==> src/hw/bfp_pkg.sv <==
package bfp_pkg;

    // ------------------------------------------------------------
    // flash geometry (word addresses)
    // ------------------------------------------------------------
    localparam int FLASH_AW = 14;
    localparam logic [FLASH_AW-1:0] APP_RESET_ADDR = 14'h0000;
    // start of the halting region; the loader section always lies inside it
    localparam logic [FLASH_AW-1:0] HALT_REGION_START = 14'h3800;
    // loader section size in words for each boot_size_select code
    localparam logic [FLASH_AW-1:0] BOOT_WORDS_SEL0 = 14'h0800;
    localparam logic [FLASH_AW-1:0] BOOT_WORDS_SEL1 = 14'h0400;
    localparam logic [FLASH_AW-1:0] BOOT_WORDS_SEL2 = 14'h0200;
    localparam logic [FLASH_AW-1:0] BOOT_WORDS_SEL3 = 14'h0100;

    // ------------------------------------------------------------
    // lock field layout, 1 = unprogrammed, 0 = programmed
    // ------------------------------------------------------------
    localparam int LOCK_W = 4;
    localparam int LOCK_BOOT_WRITE = 0;
    localparam int LOCK_BOOT_READ = 1;
    localparam int LOCK_APP_WRITE = 2;
    localparam int LOCK_APP_READ = 3;
    localparam logic [LOCK_W-1:0] LOCK_ERASED = 4'hf;

    // fuse synchroniser layout
    localparam int FUSE_W = 3;
    localparam int FUSE_BOOT_RESET = 2;

    // ------------------------------------------------------------
    // core request kinds
    // ------------------------------------------------------------
    typedef enum logic [2:0] {
        BFP_REQ_LOAD = 3'h0,
        BFP_REQ_FILL = 3'h1,
        BFP_REQ_ERASE = 3'h2,
        BFP_REQ_WRITE = 3'h3,
        BFP_REQ_LOCK_SET = 3'h4,
        BFP_REQ_REGION_ENABLE = 3'h5
    } bfp_req_type;

endpackage : bfp_pkg

==> src/hw/bfp_sync.sv <==
`timescale 1ns/1ps
// two-flop synchroniser for static pin levels
module bfp_sync #(
    parameter int WIDTH = 1
) (
    input wire logic clk_in,
    input wire logic rst_n_in,
    input wire logic [WIDTH-1:0] d_in,
    output logic [WIDTH-1:0] q_out
);
    typedef struct packed {
        logic [WIDTH-1:0] meta;
        logic [WIDTH-1:0] sync;
    } bfp_sync_state_type;

    bfp_sync_state_type s_r;
    bfp_sync_state_type s_nxt;

    // meta feeds only the second stage
    always_comb begin
        s_nxt.meta = d_in;
        s_nxt.sync = s_r.meta;
    end

    always_ff @(posedge clk_in or negedge rst_n_in) begin
        if (!rst_n_in) begin
            s_r <= '1; // fuses read unprogrammed until sampled
        end else begin
            s_r <= s_nxt;
        end
    end

    assign q_out = s_r.sync;
endmodule : bfp_sync

==> src/hw/bfp_section.sv <==
`timescale 1ns/1ps
// classifies one word address into loader section and halting region
module bfp_section
    import bfp_pkg::*;
#(
    parameter int AW = FLASH_AW
) (
    input wire logic [AW-1:0] addr_in,
    input wire logic [AW-1:0] boot_start_in,
    input wire logic [AW-1:0] halt_start_in,
    output logic in_boot_out,
    output logic in_halting_out
);
    // plain comparisons against the configured boundaries
    always_comb begin
        in_boot_out = (addr_in >= boot_start_in);
        in_halting_out = (addr_in >= halt_start_in);
    end
endmodule : bfp_section

==> src/hw/bfp_protect.sv <==
`timescale 1ns/1ps
// Overview of operation
// - programming the concurrent region keeps core running; halting region stays readable
// - programming the halting region halts the core; nothing readable meanwhile
// - lock bits only programmable by software or external programming; chip erase restores
// - general write lock does not affect store_program_op programming
// - general read/write lock does not restrict load or store requests
// - application locks both 1: no restriction on application accesses
// - app_write_lock 0: store writes to application section rejected
// - app_read_lock 0: loads of application section from loader section blocked
// - app_read_lock 0, vectors in loader: interrupts off while running application
// - boot locks both 1: no restriction on loader section accesses
// - boot_write_lock 0: store writes to loader section rejected
// - boot_read_lock 0: loads of loader section from application blocked
// - boot_read_lock 0, vectors in application: interrupts off while running loader
// - boot_reset_select 1: reset vector is address zero
// - boot_reset_select 0: reset vector is loader section start
// - core has no path to modify fuses; fuses are pins only
// - store requests act only when executed from the loader section
// - concurrent_region_busy reads one while the concurrent region is blocked
module bfp_protect
    import bfp_pkg::*;
#(
    parameter int AW = FLASH_AW,
    parameter logic [AW-1:0] HALT_START = HALT_REGION_START
) (
    input wire logic clk_in,
    input wire logic rst_n_in,
    // fuse pins from the programming interface
    input wire logic [1:0] boot_size_select_in,
    input wire logic boot_reset_select_in,
    // nonvolatile lock image and external programming
    input wire logic [LOCK_W-1:0] lock_init_in,
    input wire logic ext_lock_prog_in,
    input wire logic [LOCK_W-1:0] ext_lock_data_in,
    input wire logic chip_erase_in,
    // core side
    input wire logic req_valid_in,
    input wire bfp_req_type req_kind_in,
    input wire logic [AW-1:0] req_addr_in,
    input wire logic [AW-1:0] exec_addr_in,
    input wire logic [LOCK_W-1:0] req_lock_data_in,
    input wire logic ivec_in_boot_in,
    output logic grant_out,
    output logic reject_out,
    output logic core_halt_out,
    output logic concurrent_region_busy_out,
    output logic irq_suppress_out,
    output logic [AW-1:0] reset_vector_out,
    output logic [LOCK_W-1:0] lock_bits_out,
    // flash array side
    input wire logic flash_done_in,
    output logic flash_start_out,
    output logic flash_erase_out,
    output logic [AW-1:0] flash_addr_out
);
    typedef enum logic [1:0] {ST_IDLE, ST_CONC_OP, ST_HALT_OP} bfp_state_type;

    typedef struct packed {
        logic rst_meta;
        logic rst_sync;
        bfp_state_type state;
        logic loaded;
        logic [LOCK_W-1:0] lock;
        logic busy;
        logic halt;
        logic start;
        logic erase;
        logic [AW-1:0] addr;
        logic grant;
        logic reject;
        logic irq_sup;
        logic [AW-1:0] rst_vec;
    } bfp_ctl_type;

    bfp_ctl_type s_r;
    bfp_ctl_type s_nxt;
    logic rst_n;
    logic [FUSE_W-1:0] fuse_sync;
    logic [AW-1:0] boot_words;
    logic [AW-1:0] boot_start;
    logic req_boot;
    logic req_halting;
    logic exec_boot;
    logic exec_halting;
    logic is_flash_write;
    logic write_ok;
    logic load_ok;

    assign rst_n = s_r.rst_sync;

    // ------------------------------------------------------------
    // fuse pins and section boundaries
    // ------------------------------------------------------------
    // fuses arrive only as pins; no core request reaches them
    bfp_sync #(
        .WIDTH(FUSE_W)
    ) u_fuse_sync (
        .clk_in(clk_in),
        .rst_n_in(rst_n),
        .d_in({boot_reset_select_in, boot_size_select_in}),
        .q_out(fuse_sync)
    );

    // loader section size from the boot size code
    always_comb begin
        unique case (fuse_sync[1:0])
            2'h0: boot_words = BOOT_WORDS_SEL0;
            2'h1: boot_words = BOOT_WORDS_SEL1;
            2'h2: boot_words = BOOT_WORDS_SEL2;
            2'h3: boot_words = BOOT_WORDS_SEL3;
        endcase
        boot_start = AW'(~boot_words + 1'b1); // top of flash minus size
    end

    bfp_section #(
        .AW(AW)
    ) u_req_sec (
        .addr_in(req_addr_in),
        .boot_start_in(boot_start),
        .halt_start_in(HALT_START),
        .in_boot_out(req_boot),
        .in_halting_out(req_halting)
    );

    bfp_section #(
        .AW(AW)
    ) u_exec_sec (
        .addr_in(exec_addr_in),
        .boot_start_in(boot_start),
        .halt_start_in(HALT_START),
        .in_boot_out(exec_boot),
        .in_halting_out(exec_halting)
    );

    // ------------------------------------------------------------
    // access decisions
    // ------------------------------------------------------------
    // only the section lock bits are consulted, never a general lock
    always_comb begin
        is_flash_write = (req_kind_in == BFP_REQ_ERASE) || (req_kind_in == BFP_REQ_WRITE);
        write_ok = req_boot ? s_r.lock[LOCK_BOOT_WRITE]
                            : s_r.lock[LOCK_APP_WRITE];
        load_ok = 1'b1;
        if (!req_boot && exec_boot && !s_r.lock[LOCK_APP_READ]) begin
            load_ok = 1'b0;
        end
        if (req_boot && !exec_boot && !s_r.lock[LOCK_BOOT_READ]) begin
            load_ok = 1'b0;
        end
        if (s_r.busy && !req_halting) begin
            load_ok = 1'b0; // concurrent region blocked
        end
        if (s_r.state == ST_HALT_OP) begin
            load_ok = 1'b0; // nothing readable
        end
    end

    // ------------------------------------------------------------
    // next state
    // ------------------------------------------------------------
    always_comb begin
        s_nxt = s_r;
        s_nxt.rst_meta = 1'b1;
        s_nxt.rst_sync = s_r.rst_meta;
        s_nxt.start = 1'b0;
        s_nxt.grant = 1'b0;
        s_nxt.reject = 1'b0;
        // lock image taken once after reset release
        if (!s_r.loaded) begin
            s_nxt.lock = lock_init_in;
            s_nxt.loaded = 1'b1;
        end
        // programming only clears bits toward 0
        if (ext_lock_prog_in) begin
            s_nxt.lock = s_nxt.lock & ext_lock_data_in;
        end
        // operation end
        if (s_r.state != ST_IDLE && flash_done_in) begin
            s_nxt.state = ST_IDLE;
        end
        // core requests
        if (req_valid_in) begin
            if (req_kind_in == BFP_REQ_LOAD) begin
                s_nxt.grant = load_ok;
                s_nxt.reject = !load_ok;
            end else if (!exec_boot || s_r.state != ST_IDLE) begin
                s_nxt.reject = 1'b1; // store ignored outside loader
            end else if (is_flash_write) begin
                if (write_ok) begin
                    s_nxt.start = 1'b1;
                    s_nxt.grant = 1'b1;
                    s_nxt.erase = (req_kind_in == BFP_REQ_ERASE);
                    s_nxt.addr = req_addr_in;
                    if (req_halting) begin
                        s_nxt.state = ST_HALT_OP;
                    end else begin
                        s_nxt.state = ST_CONC_OP;
                        s_nxt.busy = 1'b1;
                    end
                end else begin
                    s_nxt.reject = 1'b1;
                end
            end else if (req_kind_in == BFP_REQ_LOCK_SET) begin
                s_nxt.lock = s_nxt.lock & req_lock_data_in;
                s_nxt.grant = 1'b1;
            end else if (req_kind_in == BFP_REQ_REGION_ENABLE) begin
                s_nxt.busy = 1'b0; // unblocked only after the operation
                s_nxt.grant = 1'b1;
            end else begin
                s_nxt.grant = 1'b1; // page buffer fill
            end
        end
        // chip erase is the only way back to unprogrammed
        if (chip_erase_in) begin
            s_nxt.lock = LOCK_ERASED;
        end
        s_nxt.halt = (s_nxt.state == ST_HALT_OP);
        // interrupt suppression by section and vector placement
        s_nxt.irq_sup = (!s_r.lock[LOCK_APP_READ] && ivec_in_boot_in && !exec_boot)
            || (!s_r.lock[LOCK_BOOT_READ] && !ivec_in_boot_in && exec_boot);
        // reset vector from the boot reset fuse
        s_nxt.rst_vec = fuse_sync[FUSE_BOOT_RESET] ? APP_RESET_ADDR
                                                   : boot_start;
    end

    // ------------------------------------------------------------
    // state register
    // ------------------------------------------------------------
    always_ff @(posedge clk_in or negedge rst_n_in) begin
        if (!rst_n_in) begin
            s_r <= '0;
            s_r.state <= ST_IDLE;
            s_r.lock <= LOCK_ERASED;
            s_r.rst_vec <= APP_RESET_ADDR;
        end else if (!s_r.rst_sync) begin
            s_r.rst_meta <= s_nxt.rst_meta;
            s_r.rst_sync <= s_nxt.rst_sync;
        end else begin
            s_r <= s_nxt;
        end
    end

    assign grant_out = s_r.grant;
    assign reject_out = s_r.reject;
    assign core_halt_out = s_r.halt;
    assign concurrent_region_busy_out = s_r.busy;
    assign irq_suppress_out = s_r.irq_sup;
    assign reset_vector_out = s_r.rst_vec;
    assign lock_bits_out = s_r.lock;
    assign flash_start_out = s_r.start;
    assign flash_erase_out = s_r.erase;
    assign flash_addr_out = s_r.addr;
endmodule : bfp_protect

==> config.mk <==
export PLATFORM = sky130hd
export DESIGN_NAME = bfp_protect
export DESIGN_NICKNAME = d
export VERILOG_FILES = /design/src/hw/bfp_pkg.sv /design/src/hw/bfp_sync.sv /design/src/hw/bfp_section.sv /design/src/hw/bfp_protect.sv
export SDC_FILE = /design/constraint.sdc
export NUM_CORES = 1
export LEC_CHECK = 0
export BUFFER_PORTS_ARGS = -buffer_cell sky130_fd_sc_hd__buf_2
export CORE_ASPECT_RATIO = 0.8
export CORE_UTILIZATION = 35
export CTS_CLUSTER_DIAMETER = 60
export CTS_CLUSTER_SIZE = 10
export DETAILED_ROUTE_END_ITERATION = 16
export PLACE_DENSITY_LB_ADDON = 0.1
export SYNTH_ARGS = -nofsm -noshare
export SYNTH_HDL_FRONTEND = slang
export SYNTH_SLANG_ARGS = --single-unit
==> constraint.sdc <==
create_clock -name clk_in -period 0.8 [get_ports clk_in]
set_input_delay 0.16 -clock clk_in [delete_from_list [all_inputs] [get_ports clk_in]]
set_output_delay 0.16 -clock clk_in [all_outputs]
set_load 0.05 [all_outputs]
==> summary.md <==
| Metric | Value |
|---|---|
| Post-Synthesis Cells | `197` |
| Worst path max stage delay | `0.61 ns` |
| Crit-path cells | `nand2_4 > ha_4 > inv_4 > ha_4 > o21ai_2 > a211o_1 > a21o_1 > a2111oi_4 > buf_6 > mux2_2` |
| Largest family of logic cells by synthesized area | `compound AO/OA/AOI/OAI gates` |
| Fillers | `522` |
| Post-layout minimum cycle time | `2.78 ns` |
| Largest delay share family, worst path | `compound AO/OA/AOI/OAI gates` |
| First-pass GRT wire length | `8360 µm` |
| Cell mode on critical path | `ha_4` |
| Final setup fails | `65` |
| Worst Path Arrival | `2.96 ns` |
| Sequential element share of the synthesized area | `47.7%` |
| PnR Total Power | `6.90 mW` |
| Die Y | `73.4 µm` |
| Port Buf Inserts | `75` |
| Worst Hold Depth | `2` |
| Routed Antenna Nets | `0` |
| Clock power frac | `20.6%` |
| VDD IR max | `1.05 mV` |
| Max-cap check violation count | `0` |
| Final-report hold violation count | `0` |
| Fmax | `0.360 GHz` |
| Worst Reg-to-Reg Cells | `10` |
| Post-synthesis compound-gate area fraction | `14.5%` |
| Top cells by area in the synthesized netlist | `dfrtp_1 (36%), dfstp_2 (12%), buf_4 (11%)` |
| Vias in the first global route | `1690` |
| Distinct cells, synth | `45` |
| Int Power | `4.37 mW` |
| DRT iter0 DRCs | `53` |
| Routed vias | `1821` |
| Post-Synth Adder-Cell Area | `5.05%` |
| LEAKAGE | `1.67 nW` |
| Switching part of the total | `36.6%` |
| Final Util | `57.5%` |
| Share of the synthesized area in the top cell type | `35.9%` |
| R2R setup slack | `-1.98 ns` |
| Critical path data required time | `0.98 ns` |
| # rows | `25` |
| I/O pins | `92` |
| DIE AREA | `6700 µm²` |
| Clk Latency, worst-skew pair | `0.29 ns` |
| Startpoint Class | `flop` |
| Multiplexer share of the synthesized area | `8.75%` |
| Post-Route WL | `5240 µm` |
| Sw Pwr | `2.52 mW` |
| Fin nets | `368` |
| GRT Total Usage | `16.4%` |
| TritonCTS clock tree | `done` |
| WP buf/inv | `2` |
| Initial Utilization | `36.9%` |
| Largest area contributor in the netlist | `dfrtp_1` |
| Setup_tns | `-59.01 ns` |
| Pin count of the biggest net entering global routing | `37` |
| Violated checks | `negative setup slack` |
| Fraction of registers with async set or reset after synthesis | `100%` |
| Number of H-tree levels | `2` |
| Number of vias per cell | `4.69` |
| Worst-path fanout max | `9` |
| Fraction of synthesized cell area in xor and xnor cells | `0%` |
| Syn Area/Cell | `11.3 µm²` |
| Initial antenna violation count | `0` |
| Share of cells above drive strength 1 | `61.9%` |
| Max Root-Sink Buffers | `2` |
| Synth Area in Simple Gates | `9.82%` |
| Comb power frac | `41.1%` |
| Ant diodes | `0` |
| # clock sinks | `42` |
| Number of synthesis warnings | `0` |
| Global route overflow | `0` |
| Ys flop type | `dfrtp_1` |
| Power density cells | `1990 nW/µm²` |
| Hold Crit Start | `req_addr_in[3]` |
| CP max-delay cell | `dfstp_2` |
| Final Slew Violations | `0` |
| Drc violations | `0` |
| Crit path kind | `flop to flop` |
| Clock Pin Slew Worst Setup and Hold Paths | `0.08 ns` |
| EDFF count, synth | `0` |
| Final cycle utilization of the critical path | `348%` |
| Seq cells post-synth | `42` |
| Min-delay worst type | `input port to flop` |
| Core area | `6040 µm²` |
| Status | `complete, but fails checks` |
| CTS buffer count | `5` |
| HPWL after DPL | `3760 µm` |
| DR pass1 iterations | `4` |
| Worst flop-to-flop path endpoint | `flash_addr_out[9]` |
| Area growth syn-to-layout | `55.6%` |
| Critical Path End Type | `flop` |
| Reg power frac | `38.3%` |
| Die W | `91.2 µm` |
| Clock Skew | `0.00386 ns` |
| RR Startpoint | `u_fuse_sync.q_out[1]` |
| Hold Crit Endpoint | `flash_addr_out[3]` |
| Drt wl/cell | `13.5 µm` |
| Cell Area, Synth | `2230 µm²` |
| Final setup margin | `-1.98 ns` |
| GPL Wtd Cong | `0.714` |
| RSZ-0062 raised after global routing | `yes` |
| CTS Root Cell | `clkbuf_8` |
## area by class of cell
class,count,area (µm²),share of cell area [%]
timing repair buffer,130,1070,31.0
clock inverter,1,5.00,0.144
sequential,42,1060,30.7
tap,81,101,2.92
multi-input combinational,116,1090,31.4
inverter,11,48.8,1.41
clock buffer,7,86.3,2.49
## power by group through the flow
stage,combinational [mW],clock [mW],sequential (mW)
floorplan,1.76,0,2.74
global placement,2.20,0,2.62
detailed placement,2.21,0,2.62
CTS,2.73,1.46,2.64
global route,2.99,1.57,2.67
finish,2.84,1.42,2.64
## synth_stat cells (2+ instances only)
cell type	count
clkbuf_1	3
a21oi_1	7
o21ai_0	3
a31oi_1	3
mux2_2	8
nor4_1	4
nor2_1	9
mux2_4	7
and3_1	2
nand3_1	4
nand2b_1	4
o221ai_1	8
nor3_1	2
conb_1	2
ha_1	9
inv_1	11
dfrtp_1	32
o2bb2ai_1	4
and2_1	2
nand2_1	7
buf_4	32
dfstp_2	10
a22o_1	2
## metrics by stage
stage	worst slack (ns)	cells	cell area, µm²	hold WS (ns)
global route	-2.10	388	3470	0.0819
floorplan	-2.09	206	2380	-0.136
global placement	-1.94	358	2800	0.141
detailed placement	-1.98	358	2800	0.145
finish	-1.98	388	3470	0.0908
CTS	-1.97	379	3360	0.0835
## worst max-delay path by stage
stage / startpoint / slack, ns / cells after the start / end
after detailed placement: u_fuse_sync.q_out[1] / -1.98 / 10 / flash_erase_out
after CTS: u_fuse_sync.q_out[1] / -1.97 / 10 / flash_addr_out[9]
after global routing: u_fuse_sync.q_out[1] / -2.10 / 10 / flash_addr_out[8]
after floorplan: u_fuse_sync.q_out[1] / -2.09 / 10 / flash_addr_out[1]
after global placement: u_fuse_sync.q_out[1] / -1.94 / 10 / flash_erase_out
final: u_fuse_sync.q_out[1] / -1.98 / 10 / flash_addr_out[9]
## sequential cells by signal, indices dropped and copies added, names as in the netlist
name / cells
concurrent_region_busy_out: 1
core_halt_out: 1
flash_addr_out: 14
flash_erase_out: 1
flash_start_out: 1
grant_out: 1
irq_suppress_out: 1
lock_bits_out: 4
reject_out: 1
reset_vector_out: 6
rst_n: 1
s_nxt: 1
s_r: 3
u_fuse_sync.q_out: 3
u_fuse_sync.s_nxt: 3
## layer usage
metal  global-route usage, %  share of wire (%)
met5                       0                  0
met4                    6.35                1.6
met3                    3.93                4.9
met2                    26.9                 48
met1                    21.1                 46
## layout by cell type, fill, tap and decap left out, types with 2 or more instances in the layout
cell	n
nand2b_4	2
dfstp_2	10
a22o_1	2
nor3_1	2
buf_4	39
o2bb2ai_2	2
mux2_4	8
buf_6	36
buf_8	5
inv_1	9
ha_4	2
dlygate4sd3_1	4
nand3_1	3
a31oi_1	3
o221ai_1	7
nor4_4	3
nand2_1	6
buf_12	2
ha_1	7
dfrtp_1	31
nand3_2	2
o21ai_1	2
buf_2	44
a2111oi_4	2
a21oi_1	6
nand2b_1	2
and3_1	2
clkbuf_8	6
mux2_2	7
nor2_1	8
conb_1	11
## repair_timing
item | in CTS | in global routing
endpoints found under the setup margin | 65 | 65
hold buffers | 4 | 0
hold endpoints to repair | 35 | 0
pin swaps | 6 | 6
resized for setup | 95 | 12
setup buffers | 11 | 13
## kinds of logic (layout without fill, tap and decap cells)
kind of cell / after synthesis / after routing
mux: 15 / 15
fa+ha+maj: 9 / 9
buf+inv: 48 / 149
simple gates: 41 / 41
compound gates: 40 / 40
flops: 42 / 42
other cells: 2 / 11
No activity file was read; power rests on OpenSTA's default activity.
